==> src/logic/rx_mon_map.svh <==
/*
  Register offsets, field positions, reset values and timing counts of the
  per-port video monitor register bank.
  Assumes inclusion by bare name from logic/ sources.
*/
`ifndef RX_MON_MAP_SVH
`define RX_MON_MAP_SVH

// Register offsets (byte addresses in the device register space)
`define PORT_SELECT_OFS      8'h4C
`define FRAME_LINES_UPPER    8'h73
`define FRAME_LINES_LOWER    8'h74
`define LINE_WIDTH_UPPER     8'h75
`define LINE_WIDTH_LOWER     8'h76
`define FREQ_MON_CFG         8'h77
`define SCRATCH_MSG_A        8'h78
`define SCRATCH_MSG_B        8'h79

// Frequency monitor config field positions
`define DEADBAND_MSB         7
`define DEADBAND_LSB         6
`define SETTLE_MSB           5
`define SETTLE_LSB           4
`define FLOOR_MSB            3
`define FLOOR_LSB            0

// Reset values
`define FREQ_MON_CFG_RST     8'hC5
`define SCRATCH_A_RST        8'h00
`define SCRATCH_B_RST        8'h01
`define COUNT_RST            16'h0000

// Settle times in ns, and core clock period in ns
`define CORE_CLK_NS          20
`define SETTLE0_NS           40000
`define SETTLE1_NS           80000
`define SETTLE2_NS           320000
`define SETTLE3_NS           1280000
`define SETTLE0_CYC          ((`SETTLE0_NS + `CORE_CLK_NS - 1) / `CORE_CLK_NS)
`define SETTLE1_CYC          ((`SETTLE1_NS + `CORE_CLK_NS - 1) / `CORE_CLK_NS)
`define SETTLE2_CYC          ((`SETTLE2_NS + `CORE_CLK_NS - 1) / `CORE_CLK_NS)
`define SETTLE3_CYC          ((`SETTLE3_NS + `CORE_CLK_NS - 1) / `CORE_CLK_NS)

`endif

==> src/logic/rx_mon_pkg.sv <==
/*
  Types shared by the video monitor register bank.
  Assumes nothing beyond a SystemVerilog compiler.
*/
package rx_mon_pkg;
  // Settle time selection code
  typedef logic [1:0] settle_code_type;
  // Register byte
  typedef logic [7:0] reg_byte_type;
endpackage

==> src/logic/rx_mon_freq.sv <==
/*
  Clock frequency monitor for one receive port: deadband-filtered
  measurement, stability timer and low-frequency flag.
  Assumes freq_meas arrives in MHz with a one-cycle valid strobe.
*/
`timescale 1ns/1ps
`include "rx_mon_map.svh"
module rx_mon_freq
  import rx_mon_pkg::*;
#(
  parameter int FREQ_W    = 8,
  parameter int SETTLE0   = `SETTLE0_CYC,
  parameter int SETTLE1   = `SETTLE1_CYC,
  parameter int SETTLE2   = `SETTLE2_CYC,
  parameter int SETTLE3   = `SETTLE3_CYC
)
(
  // Clock and reset
  input  wire logic              core_clk,
  input  wire logic              nrst,
  // Configuration
  input  wire logic [1:0]        freq_deadband,
  input  wire settle_code_type   freq_settle_time,
  input  wire logic [3:0]        freq_floor,
  // Measurement
  input  wire logic              freq_valid,
  input  wire logic [FREQ_W-1:0] freq_meas,
  // Results
  output logic [FREQ_W-1:0]      freq_held_ff,
  output logic                   freq_stable_ff,
  output logic                   freq_slow_ff
);
  localparam int TW = 21;

  logic [FREQ_W-1:0] nxt_freq_held;    // Captured frequency
  logic [TW-1:0]     timer_ff;         // Cycles since last capture, stops at the settle limit
  logic [TW-1:0]     nxt_timer;
  logic              nxt_stable;
  logic              nxt_slow;
  logic [TW-1:0]     settle_lim;       // Selected settle time in cycles
  logic [FREQ_W-1:0] diff;             // Distance to captured value

  // Next-state computation
  always_comb
  begin
    unique case (freq_settle_time)
      2'h0: settle_lim = TW'(SETTLE0);
      2'h1: settle_lim = TW'(SETTLE1);
      2'h2: settle_lim = TW'(SETTLE2);
      2'h3: settle_lim = TW'(SETTLE3);
    endcase
    diff = (freq_meas > freq_held_ff) ? freq_meas - freq_held_ff
                                      : freq_held_ff - freq_meas;
    nxt_freq_held = freq_held_ff;
    nxt_timer     = timer_ff;
    nxt_slow      = freq_slow_ff;
    // Small jitter inside the deadband does not disturb the timer
    if (freq_valid && diff > FREQ_W'(freq_deadband))
    begin
      nxt_freq_held = freq_meas;
      nxt_timer     = '0;
    end
    else if (timer_ff < settle_lim)
    begin
      nxt_timer = timer_ff + TW'(1);
    end
    // Stable once the band held for the whole settle time
    nxt_stable = (nxt_timer >= settle_lim);
    if (freq_valid)
    begin
      nxt_slow = (freq_meas < FREQ_W'(freq_floor));
    end
  end

  // Registers
  always_ff @(posedge core_clk)
  begin
    if (!nrst)
    begin
      freq_held_ff   <= '0;
      timer_ff       <= '0;
      freq_stable_ff <= 1'b0;
      freq_slow_ff   <= 1'b0;
    end
    else
    begin
      freq_held_ff   <= nxt_freq_held;
      timer_ff       <= nxt_timer;
      freq_stable_ff <= nxt_stable;
      freq_slow_ff   <= nxt_slow;
    end
  end
endmodule

==> src/logic/rx_port_video_monitor_regs.sv <==
/*
  Per-receive-port video monitor and scratch registers, two ports.
  Assumes a byte register port driven by the I2C target logic with one-cycle
  read and write strobes, and video/frequency inputs synchronous to core_clk.
*/
// Behaviour
// - Report last frame line count, two bytes
// - Freeze line count while its irq enabled
// - Upper count read latches lower byte
// - Report last line length, two bytes
// - Freeze line length while its irq enabled
// - Upper length read latches lower byte
// - Capture frequency only beyond deadband
// - Stable after selected settle time
// - Flag clock below floor as slow
// - Two read/write mailbox bytes, resets 00/01
// - Port select steers per-port access
`timescale 1ns/1ps
`include "rx_mon_map.svh"
module rx_port_video_monitor_regs
  import rx_mon_pkg::*;
#(
  parameter int PORTS  = 2,
  parameter int FREQ_W = 8
)
(
  // Clock and reset
  input  wire logic                    core_clk,
  input  wire logic                    nrst,
  // Register port
  input  wire logic [7:0]              reg_addr,
  input  wire logic [7:0]              reg_wdata,
  input  wire logic                    reg_wr,
  input  wire logic                    reg_rd,
  output logic [7:0]                   reg_rdata_ff,
  // Port select and change-interrupt enables, one bit per port
  input  wire logic [PORTS-1:0]        port_sel,
  input  wire logic [PORTS-1:0]        frame_lines_change_irq_en,
  input  wire logic [PORTS-1:0]        line_width_change_irq_en,
  // Video measurements per port
  input  wire logic [PORTS-1:0]        frame_done,
  input  wire logic [PORTS*16-1:0]     frame_lines_meas,
  input  wire logic [PORTS-1:0]        line_done,
  input  wire logic [PORTS*16-1:0]     line_width_meas,
  // Frequency measurements per port
  input  wire logic [PORTS-1:0]        freq_valid,
  input  wire logic [PORTS*FREQ_W-1:0] freq_meas,
  // Frequency monitor results per port
  output logic [PORTS*FREQ_W-1:0]      freq_held_ff,
  output logic [PORTS-1:0]             freq_stable_ff,
  output logic [PORTS-1:0]             freq_slow_ff
);
  // Per-port state
  logic [15:0] lines_ff     [PORTS];   // Reported frame line count
  logic [15:0] width_ff     [PORTS];   // Reported line length
  logic [7:0]  lines_lo_ff  [PORTS];   // Lower count byte shadow
  logic [7:0]  width_lo_ff  [PORTS];   // Lower length byte shadow
  logic        lines_frz_ff [PORTS];   // Count is frozen
  logic        width_frz_ff [PORTS];   // Length is frozen
  reg_byte_type cfg_ff      [PORTS];   // Frequency monitor config
  reg_byte_type msg_a_ff    [PORTS];   // Mailbox byte A
  reg_byte_type msg_b_ff    [PORTS];   // Mailbox byte B
  logic [15:0] nxt_lines    [PORTS];
  logic [15:0] nxt_width    [PORTS];
  logic [7:0]  nxt_lines_lo [PORTS];
  logic [7:0]  nxt_width_lo [PORTS];
  logic        nxt_lines_frz[PORTS];
  logic        nxt_width_frz[PORTS];
  reg_byte_type nxt_cfg     [PORTS];
  reg_byte_type nxt_msg_a   [PORTS];
  reg_byte_type nxt_msg_b   [PORTS];
  logic [7:0]  nxt_rdata;
  logic [PORTS-1:0] rd_hit;            // Read reaches this port
  logic [PORTS-1:0] wr_hit;            // Write reaches this port

  // Per-port next-state: capture, freeze and register writes
  always_comb
  begin
    for (int p = 0; p < PORTS; p++)
    begin
      rd_hit[p] = reg_rd && port_sel[p];
      wr_hit[p] = reg_wr && port_sel[p];
      nxt_lines[p]     = lines_ff[p];
      nxt_width[p]     = width_ff[p];
      nxt_lines_lo[p]  = lines_lo_ff[p];
      nxt_width_lo[p]  = width_lo_ff[p];
      nxt_lines_frz[p] = lines_frz_ff[p];
      nxt_width_frz[p] = width_frz_ff[p];
      nxt_cfg[p]       = cfg_ff[p];
      nxt_msg_a[p]     = msg_a_ff[p];
      nxt_msg_b[p]     = msg_b_ff[p];
      // Lower byte read ends a freeze; a new value that same cycle is lost
      // to the old freeze so software never sees a torn update
      if (rd_hit[p] && reg_addr == `FRAME_LINES_LOWER)
      begin
        nxt_lines_frz[p] = 1'b0;
      end
      if (rd_hit[p] && reg_addr == `LINE_WIDTH_LOWER)
      begin
        nxt_width_frz[p] = 1'b0;
      end
      // New frame count taken unless frozen
      if (frame_done[p] && !lines_frz_ff[p])
      begin
        nxt_lines[p] = frame_lines_meas[p*16 +: 16];
        nxt_lines_frz[p] = frame_lines_change_irq_en[p];
      end
      if (!frame_lines_change_irq_en[p])
      begin
        nxt_lines_frz[p] = 1'b0;
      end
      // Each completed line overwrites unless frozen, so the frame's last line remains
      if (line_done[p] && !width_frz_ff[p])
      begin
        nxt_width[p] = line_width_meas[p*16 +: 16];
        nxt_width_frz[p] = line_width_change_irq_en[p];
      end
      if (!line_width_change_irq_en[p])
      begin
        nxt_width_frz[p] = 1'b0;
      end
      // Upper byte read snapshots the lower byte
      if (rd_hit[p] && reg_addr == `FRAME_LINES_UPPER)
      begin
        nxt_lines_lo[p] = lines_ff[p][7:0];
      end
      if (rd_hit[p] && reg_addr == `LINE_WIDTH_UPPER)
      begin
        nxt_width_lo[p] = width_ff[p][7:0];
      end
      // Writable registers
      if (wr_hit[p])
      begin
        unique case (reg_addr)
          `FREQ_MON_CFG:  nxt_cfg[p]   = reg_wdata;
          `SCRATCH_MSG_A: nxt_msg_a[p] = reg_wdata;
          `SCRATCH_MSG_B: nxt_msg_b[p] = reg_wdata;
          default:        ;
        endcase
      end
    end
  end

  // Read data from the lowest selected port; unmapped reads give zero
  always_comb
  begin
    nxt_rdata = reg_rdata_ff;
    if (reg_rd)
    begin
      nxt_rdata = 8'h00;
      for (int p = PORTS - 1; p >= 0; p--)
      begin
        if (port_sel[p])
        begin
          unique case (reg_addr)
            `FRAME_LINES_UPPER: nxt_rdata = lines_ff[p][15:8];
            `FRAME_LINES_LOWER: nxt_rdata = lines_lo_ff[p];
            `LINE_WIDTH_UPPER:  nxt_rdata = width_ff[p][15:8];
            `LINE_WIDTH_LOWER:  nxt_rdata = width_lo_ff[p];
            `FREQ_MON_CFG:      nxt_rdata = cfg_ff[p];
            `SCRATCH_MSG_A:     nxt_rdata = msg_a_ff[p];
            `SCRATCH_MSG_B:     nxt_rdata = msg_b_ff[p];
            default:            nxt_rdata = 8'h00;
          endcase
        end
      end
    end
  end

  // Registers
  always_ff @(posedge core_clk)
  begin
    if (!nrst)
    begin
      reg_rdata_ff <= 8'h00;
      for (int p = 0; p < PORTS; p++)
      begin
        lines_ff[p]     <= `COUNT_RST;
        width_ff[p]     <= `COUNT_RST;
        lines_lo_ff[p]  <= 8'h00;
        width_lo_ff[p]  <= 8'h00;
        lines_frz_ff[p] <= 1'b0;
        width_frz_ff[p] <= 1'b0;
        cfg_ff[p]       <= `FREQ_MON_CFG_RST;
        msg_a_ff[p]     <= `SCRATCH_A_RST;
        msg_b_ff[p]     <= `SCRATCH_B_RST;
      end
    end
    else
    begin
      reg_rdata_ff <= nxt_rdata;
      for (int p = 0; p < PORTS; p++)
      begin
        lines_ff[p]     <= nxt_lines[p];
        width_ff[p]     <= nxt_width[p];
        lines_lo_ff[p]  <= nxt_lines_lo[p];
        width_lo_ff[p]  <= nxt_width_lo[p];
        lines_frz_ff[p] <= nxt_lines_frz[p];
        width_frz_ff[p] <= nxt_width_frz[p];
        cfg_ff[p]       <= nxt_cfg[p];
        msg_a_ff[p]     <= nxt_msg_a[p];
        msg_b_ff[p]     <= nxt_msg_b[p];
      end
    end
  end

  // One frequency monitor per port
  for (genvar g = 0; g < PORTS; g++)
  begin : g_freq
    rx_mon_freq #(
      .FREQ_W (FREQ_W)
    ) u_freq (
      .core_clk         (core_clk),
      .nrst             (nrst),
      .freq_deadband    (cfg_ff[g][`DEADBAND_MSB:`DEADBAND_LSB]),
      .freq_settle_time (cfg_ff[g][`SETTLE_MSB:`SETTLE_LSB]),
      .freq_floor       (cfg_ff[g][`FLOOR_MSB:`FLOOR_LSB]),
      .freq_valid       (freq_valid[g]),
      .freq_meas        (freq_meas[g*FREQ_W +: FREQ_W]),
      .freq_held_ff     (freq_held_ff[g*FREQ_W +: FREQ_W]),
      .freq_stable_ff   (freq_stable_ff[g]),
      .freq_slow_ff     (freq_slow_ff[g])
    );
  end
endmodule

==> config.mk <==
export PLATFORM = sky130hd
export DESIGN_NAME = rx_port_video_monitor_regs
export DESIGN_NICKNAME = d
export VERILOG_FILES = /design/src/logic/rx_mon_pkg.sv /design/src/logic/rx_mon_freq.sv /design/src/logic/rx_port_video_monitor_regs.sv
export VERILOG_INCLUDE_DIRS = /design/src /design/src/logic
export SDC_FILE = /design/constraint.sdc
export NUM_CORES = 1
export LEC_CHECK = 0
export ABC_CLOCK_PERIOD_IN_PS = 6900
export BUFFER_PORTS_ARGS = -buffer_cell sky130_fd_sc_hd__buf_4
export CORE_MARGIN = 2
export CORE_UTILIZATION = 40
export CTS_BUF_LIST = sky130_fd_sc_hd__clkbuf_8
export CTS_CLUSTER_SIZE = 16
export DETAILED_ROUTE_END_ITERATION = 10
export SLEW_MARGIN = 20
export SYNTH_ARGS = -nofsm -noshare
export SYNTH_HDL_FRONTEND = slang
export SYNTH_HIERARCHICAL = 1
export SYNTH_SLANG_ARGS = --single-unit
==> constraint.sdc <==
create_clock -name core_clk -period 6.9 [get_ports core_clk]
set_input_delay 1.38 -clock core_clk [delete_from_list [all_inputs] [get_ports core_clk]]
set_output_delay 1.38 -clock core_clk [all_outputs]
set_load 0.005 [all_outputs]
==> summary.md, run 1 <==
| Metric | Value |
|---|---|
| Status | finished, final reports clean |
| Vias/cell | 5.32 |
| Slew HR | roughly a third |
| Hold-fix buffers, CTS | 0 |
| Total number of vias | 10,816 |
| Min-Delay Path Class | reg -> reg |
| Post-synth EDFFs | 0 |
| Layout Nets | between 1,500 and 2,000 |
| FF-to-FF End | g_freq[0].u_freq/freq_stable_ff$_SDFF_PN0_ |
| Hold Violations, Final | 0 |
| Clock tree sinks | approximately 220 |
| Area share of the largest cell type after synthesis | between 30% and 40% |
| Ports | 140 |
| Inst Count DP | 1,961 |
| Worst-path clk slew | 0.06 ns |
| FF-to-FF Start | g_freq[0].u_freq/freq_held_ff[0]$_SDFFE_PN0N_ |
| Crit share post-route | 85.0% |
| Final HPWL DP | roughly 26,000 µm |
| Worst Tran Pin Value | 0.975 ns |
| Max Slew Vio Count | 0 |
| Synthesized Nets | 1,705 |
| Final WL | 35,000 µm |
| Gate Count Post-Synth | around 1,500 |
| Max Clock Freq | 171 MHz |
| R2R depth | 25 |
| Core Rows | 64 |
| Htree depth | 2 |
| Critical Path End Type | flop |
| Pleak | 5.82 nW |
| Drt drc | 0 |
| Reg2Reg Setup Slack | around 1.7 ns |
| Pin count of the biggest net entering global routing | 94 |
| Synth warn | 6 |
| Setup bufs post-CTS | 0 |
| DRT antenna net count | 0 |
| Total Die Area | approximately 33,000 µm² |
| Final setup vio count | 0 |
| Mapped cell area | roughly 13,000 µm² |
| Clk Latency, worst-skew pair | 0.57 ns |
| # port buffers | 139 |
| Post-synth cell types | between 80 and 90 |
| Yosys reg bits | 218 |
| Clock buffer depth | 3 |
| Unrepaired setup endpoints after global routing | false |
| Die Y | 181 µm |
| Worst VDD drop | 0.000111 V |
| Drt first-iter violations | 558 |
| GRT Resource Usage Total | about a fifth |
| PD cells | 212 nW/µm² |
| Chip width | 181 µm |
| Initial antenna violation count | 0 |
| CTS buffer count | 40 |
| Routed WL per cell | roughly 17 µm |
| Setup TNS | 0 ns |
| Dominant cell type by area after synthesis | dfxtp_1 |
| Core region area | roughly 31,000 µm² |
| Grt ovf | 0 |
| Synth async-reset ratio | 0% |
| Seq/Total Area, Yosys | 34.7% |
| Worst Hold End | g_freq[1].u_freq/timer_ff[17]$_SDFF_PN0_ |
| Startpoint types | input pin |
| Final Non-Filler Cells | 2,033 |
| Detailed-router iteration count before antenna repair | 7 |
| Clk_skew | just over 0.04 ns |
| Hold Startpoint | g_freq[1].u_freq/timer_ff[17]$_SDFF_PN0_ |
| Max-cap violation count | 0 |
| Worst-path fanout max | 18 |
| Syn_area_per_cell | 8.35 µm² |
| Primary FF master, synth | dfxtp_1 |
| CTS tree | done |
| Vias in the first global route | 10,588 |
| Req. time, crit path | approximately 7.3 ns |
| Starting Density | between 40% and 50% |
| First-pass GRT wire length | 56,200 µm |
| WS Path Type | in -> reg |
| Synth area leaders | dfxtp_1 35%, ha_1 8.4%, nand2_1 8.4% |
| Arrival @ worst endpoint | 6.29 ns |
| Routability cong. | 0.893 |
| Worst setup margin | 1.04 ns |
| Area grow syn2layout | 17.2% |
| Period minus WS final | 5.86 ns |
| WHS Path Cells | 2 |
| Placement Setup Slack | 0.558 ns |
| CTS resizes | 0 |
| Share of cells above drive strength 1 | 16.2% |
| Clock tree root driver cell | clkbuf_8 |
## worst max-delay path by stage
stage	from	cells after the start	end
6_report	freq_meas[0]	27	g_freq[0].u_freq/freq_stable_ff$_SDFF_PN0_
3_5_place_dp	freq_meas[0]	26	g_freq[0].u_freq/freq_stable_ff$_SDFF_PN0_
5_1_grt	freq_meas[0]	26	g_freq[0].u_freq/freq_stable_ff$_SDFF_PN0_
3_3_place_gp	freq_meas[0]	28	g_freq[0].u_freq/freq_stable_ff$_SDFF_PN0_
2_1_floorplan	freq_meas[0]	28	g_freq[0].u_freq/freq_stable_ff$_SDFF_PN0_
4_1_cts	freq_meas[0]	26	g_freq[0].u_freq/freq_stable_ff$_SDFF_PN0_
## layer usage
| metal | share of wire, % | GRT usage, % |
|---|---|---|
| met1 | 45 | 27.1 |
| met2 | 47 | 35.6 |
| met4 | 2.5 | 6.89 |
| met3 | 5.1 | 3.65 |
| met5 | 0 | 0 |
## sequential cells by signal, indices dropped and copies added, names as in the netlist
| name | count |
|---|---|
| g_freq.u_freq/freq_stable_ff | 2 |
| g_freq.u_freq/timer_ff | 42 |
| width_ff | 32 |
| msg_a_ff | 16 |
| width_lo_ff | 16 |
| g_freq.u_freq/freq_slow_ff | 2 |
| g_freq.u_freq/freq_held_ff | 16 |
| msg_b_ff | 16 |
| width_frz_ff | 2 |
| cfg_ff | 16 |
| lines_lo_ff | 16 |
| reg_rdata_ff | 8 |
| lines_frz_ff | 2 |
| lines_ff | 32 |
## cells by family after synthesis
group | Yosys count | share of synthesized area (%)
simple gates | 617 | 23.7
compound gates | 316 | 18.1
flops | 218 | 34.7
buf+inv | 159 | 5.19
fa+ha+maj | 88 | 9.00
mux | 74 | 7.00
xor+xnor | 33 | 2.30
## cells in the mapped netlist (all sizes together), types with 26 or more instances
master	count
nand3	41
a21boi	111
ha	84
nor3	28
mux2i	53
dfxtp	218
o21ai	44
nor2b	55
nor2	103
xnor2	26
a21oi	52
inv	74
nand2	280
clkbuf	60
## cell usage in the layout, fill, tap and decap left out, types with 50 or more instances in the layout
master / count
nand2_1: 280
mux2i_1: 53
nor2b_1: 53
ha_1: 84
dfxtp_1: 218
a21oi_1: 50
clkbuf_8: 55
buf_4: 143
a21boi_0: 108
inv_1: 81
nor2_1: 103
## worst max-delay path, cell delays in order
cell       delay [ns]
buf_4            0.12
inv_1            0.08
ha_1             0.16
inv_1            0.05
fa_1             0.40
a211o_1          0.30
and3_1           0.20
o221ai_1         0.20
a21oi_2          0.12
mux2_2           0.29
ha_1             0.29
nor2b_1          0.15
a2bb2oi_1        0.24
a221oi_1         0.09
o2111ai_1        0.15
nor4_2           0.09
a311oi_2         0.35
buf_4            0.34
nor2_1           0.09
ha_1             0.32
a21o_1           0.18
a21oi_1          0.15
nor2b_1          0.06
o21ai_0          0.17
nand2b_1         0.09
a21oi_1          0.16
a21boi_1         0.08
## through the flow
stage / util [%] / area (µm²) / hold slack (ns) / power [mW]
6_report: 47.9 / 14700 / 0.423 / 3.12
5_1_grt: 47.9 / 14700 / 0.444 / 3.25
4_1_cts: 47.9 / 14700 / 0.425 / 3.15
3_5_place_dp: 44.8 / 13800 / 0.416 / 1.71
3_3_place_gp: 44.8 / 13800 / 0.413 / 1.70
2_1_floorplan: - / 12600 / 0.403 / 1.57
## report_power, final
| group | total [mW] | switching [mW] | internal [mW] | leakage, nW |
|---|---|---|---|---|
| sequential | 1.31 | 0.0228 | 1.29 | 1.77 |
| combinational | 0.365 | 0.202 | 0.163 | 3.53 |
| clock | 1.44 | 0.578 | 0.863 | 0.514 |
| total | 3.12 | 0.803 | 2.32 | 5.82 |
## layout make-up
class                   count  area, µm²
clock inverters            16        189
fillers                  3083      16000
clock buffers              55        757
diodes                      1       2.50
multi-input cells        1128       7560
inverters                  76        285
repair buffers            143       1070
well taps                 396        495
flip-flops and latches    218       4360
Power figures use the tool's default switching activity.
==> inputs of run 2 (changes only) <==
--- a/config.mk
+++ b/config.mk
@@ -6,7 +6,8 @@
 export SDC_FILE = /design/constraint.sdc
 export NUM_CORES = 1
 export LEC_CHECK = 0
-export ABC_CLOCK_PERIOD_IN_PS = 6900
+export ABC_AREA = 1
+export ABC_CLOCK_PERIOD_IN_PS = 6150
 export BUFFER_PORTS_ARGS = -buffer_cell sky130_fd_sc_hd__buf_4
 export CORE_MARGIN = 2
 export CORE_UTILIZATION = 40
==> constraint.sdc (replaced) <==
create_clock -name core_clk -period 6.15 [get_ports core_clk]
set_input_delay 1.23 -clock core_clk [delete_from_list [all_inputs] [get_ports core_clk]]
set_output_delay 1.23 -clock core_clk [all_outputs]
set_load 0.005 [all_outputs]
==> summary.md, run 2 <==
| Metric | Value |
|---|---|
| Total Die Area | 33,700 µm² |
| Startpoint types | input pin |
| Starting Density | between 40% and 50% |
| FF-to-FF Start | g_freq[1].u_freq/freq_held_ff[0]$_SDFFE_PN0N_ |
| DRT antenna net count | 0 |
| First-pass GRT wire length | 58,800 µm |
| Commonest non-fill, non-tap cell in the layout | nand2_1 |
| Routed WL per cell | ~15 µm |
| Grt ovf | 0 |
| Primary FF master, synth | dfxtp_1 |
| Max-cap violation count | 0 |
| Final WL | 36,900 µm |
| Worst Tran Pin Value | 1.01 ns |
| Dominant cell type by area after synthesis | dfxtp_1 |
| Part of the power in the clock network | 44.5% |
| Period minus WS final | 4.80 ns |
| Final Util | 47.2% |
| Max Slew Vio Count | 0 |
| Reg2Reg Setup Slack | 1.80 ns |
| Worst path most repeated cell | nand2_1 |
| Final HPWL DP | 27,500 µm |
| Core Rows | 65 |
| Max reg flops | 42 |
| Yosys reg bits | 218 |
| CTS buffer count | 42 |
| Synth warn | 6 |
| Share of cells above drive strength 1 | 13.8% |
| Crit share post-route | 78.0% |
| Pin count of the biggest net entering global routing | just under 80 |
| Worst setup endpoint | g_freq[1].u_freq/freq_stable_ff$_SDFF_PN0_ |
| Synth area leaders | dfxtp_1 34%, nand2_1 12%, nor2_1 8.7% |
| Req. time, crit path | around 6.5 ns |
| Drt drc | 0 |
| Hold-fix buffers, CTS | 0 |
| Core region area | 31,600 µm² |
| Hold Violations, Final | 0 |
| Post-synth EDFFs | 0 |
| Mapped cell area | 12,900 µm² |
| GR peak layer | met2 |
| Syn_area_per_cell | 6.86 µm² |
| Worst VDD drop | between 0.0001 and 0.00015 V |
| # port buffers | 139 |
| Final setup vio count | 0 |
| N_diodes | 0 |
| Worst-path fanout max | 26 |
| Clock tree sinks | 218 |
| Flop pwr share | 42.6% |
| Unrepaired setup endpoints after global routing | false |
| Int Pwr | approximately 2.5 mW |
| Synth async-reset ratio | 0% |
| Die Y | 183 µm |
| Drt first-iter violations | 892 |
| Critical Path End Type | flop |
| Max Clock Freq | 208 MHz |
| PD cells | 234 nW/µm² |
| NetSw | 969 µW |
| WS Path Type | in -> reg |
| R2R depth | 28 |
| GRT Resource Usage Total | 21.6% |
| Worst-path clk slew | 0.05 ns |
| Min-Delay Path Class | reg -> reg |
| Biggest regs | g_freq.u_freq/timer_ff: 42 flops, lines_ff: 32 flops, width_ff: 32 flops |
| Top cells by count, synth | 397 x nand2_1, 300 x nor2_1, 218 x dfxtp_1 |
| Largest register by flop count | g_freq.u_freq/timer_ff |
| Area share of the largest cell type after synthesis | 33.9% |
| Chip width | 183 µm |
| CP peak stage delay | 0.41 ns |
| GR Util met2 | 35.7% |
| Status | finished, final reports clean |
| WHS Path Cells | 2 |
| Met1 Use GR | 28.9% |
| Clk Latency, worst-skew pair | 0.56 ns |
| Vias/cell | 5.11 |
| Layout Nets | 2,196 |
| Met3 Usage GRT | 3.37% |
| Detailed-router iteration count before antenna repair | 6 |
| Setup TNS | 0 ns |
| CTS resizes | 0 |
| Total number of vias | 12,429 |
| Ports | 140 |
| Synthesized Nets | 2,078 |
| Post-synth cell types | 47 |
| Initial antenna violation count | 0 |
| Clock buffer depth | 3 |
| Combinational power share | 12.9% |
| Vias in the first global route | 11,549 |
| Seq/Total Area, Yosys | 33.9% |
| Pleak | 6.95 nW |
| Arrival @ worst endpoint | 5.18 ns |
| Net Sw Frac | 27.7% |
| Slowest-stage cell, CP | fa_1 |
| Area grow syn2layout | 15.9% |
| FF-to-FF End | g_freq[1].u_freq/freq_stable_ff$_SDFF_PN0_ |
| Htree depth | 2 |
| Routability cong. | 0.876 |
| Slew HR | roughly a third |
| Gate Count Post-Synth | roughly 1,900 |
| Commonest non-fill, non-tap cells in the layout | 397 x nand2_1, 299 x nor2_1, 218 x dfxtp_1 |
| Clock tree root driver cell | clkbuf_8 |
| Cell with the most instances after synthesis | nand2_1 |
| Worst Setup SP | freq_meas[8] |
| Setup bufs post-CTS | 0 |
| Clk_skew | around 0.028 ns |
| CTS tree | done |
| Fillers | 3,276 |
run 2: layer usage:
metal	part of all wire (%)	wire length (µm)
met4	2.6	977
met3	5.9	2170
met5	0	0
met1	46	16900
met2	46	16800
run 2: final cells by class:
type                            instances  area [µm²]  share of cell area, %
Multi-Input combinational cell       1402        7370                   49.3
Sequential cell                       218        4360                   29.2
Timing Repair Buffer                  144        1080                   7.24
Clock buffer                           52         716                   4.79
Inverter                              188         711                   4.76
Tap cell                              402         503                   3.37
Clock inverter                         24         196                   1.31
run 2: stage by stage:
stage | std cells | cell area (µm²) | setup slack, ns | power [mW] | hold slack (ns)
after floorplan | 1878 | 12900 | 1.41 | 1.80 | 0.426
after global placement | 2354 | 14000 | 0.996 | 1.97 | 0.442
after detailed placement | 2354 | 14000 | 0.918 | 1.97 | 0.448
after CTS | 2430 | 14900 | 1.50 | 3.52 | 0.457
after global routing | 2430 | 14900 | 1.06 | 3.65 | 0.471
final | 2430 | 14900 | 1.35 | 3.49 | 0.453
run 2: power groups by stage:
stage	logic, mW	clock network, mW	registers [mW]
after CTS	0.450	1.58	1.49
after global placement	0.447	0	1.52
after floorplan	0.297	0	1.51
after global routing	0.507	1.65	1.49
final	0.450	1.55	1.49
after detailed placement	0.447	0	1.52
run 2: logic make-up (layout without fill, tap and decap cells):
group                    Yosys count  after routing  share of synthesized area [%]
flip-flops                       218            218                           33.9
AO/OA/AOI/OAI                    258            258                           10.5
buffers and inverters            258            408                           8.96
AND/OR/NAND/NOR                 1024           1024                           35.7
adder cells (fa/ha/maj)           88             88                           8.78
XOR/XNOR                          30             30                           2.04
multiplexers                       2              2                          0.175
run 2: critical path: cells and delay by family:
| kind | cells | cell delay (ns) |
|---|---|---|
| adders and majority gates | 4 | 1.16 |
| buffers and inverters | 5 | 0.49 |
| muxes | 1 | 0.35 |
| and+or+nand+nor | 15 | 1.19 |
| AOI/OAI and AO/OA | 5 | 0.73 |
run 2: how the worst min path moves through the flow:
stage,start,to,slack (ns)
global route,g_freq[0].u_freq/timer_ff[18]$_SDFF_PN0_,g_freq[0].u_freq/timer_ff[18]$_SDFF_PN0_,0.47
finish,g_freq[1].u_freq/timer_ff[19]$_SDFF_PN0_,g_freq[1].u_freq/timer_ff[19]$_SDFF_PN0_,0.45
detailed placement,g_freq[0].u_freq/timer_ff[18]$_SDFF_PN0_,g_freq[0].u_freq/timer_ff[18]$_SDFF_PN0_,0.45
global placement,width_ff[0][29]$_SDFFE_PN0P_,width_ff[0][29]$_SDFFE_PN0P_,0.44
floorplan,g_freq[0].u_freq/timer_ff[17]$_SDFF_PN0_,g_freq[0].u_freq/timer_ff[17]$_SDFF_PN0_,0.43
CTS,g_freq[1].u_freq/timer_ff[19]$_SDFF_PN0_,g_freq[1].u_freq/timer_ff[19]$_SDFF_PN0_,0.46
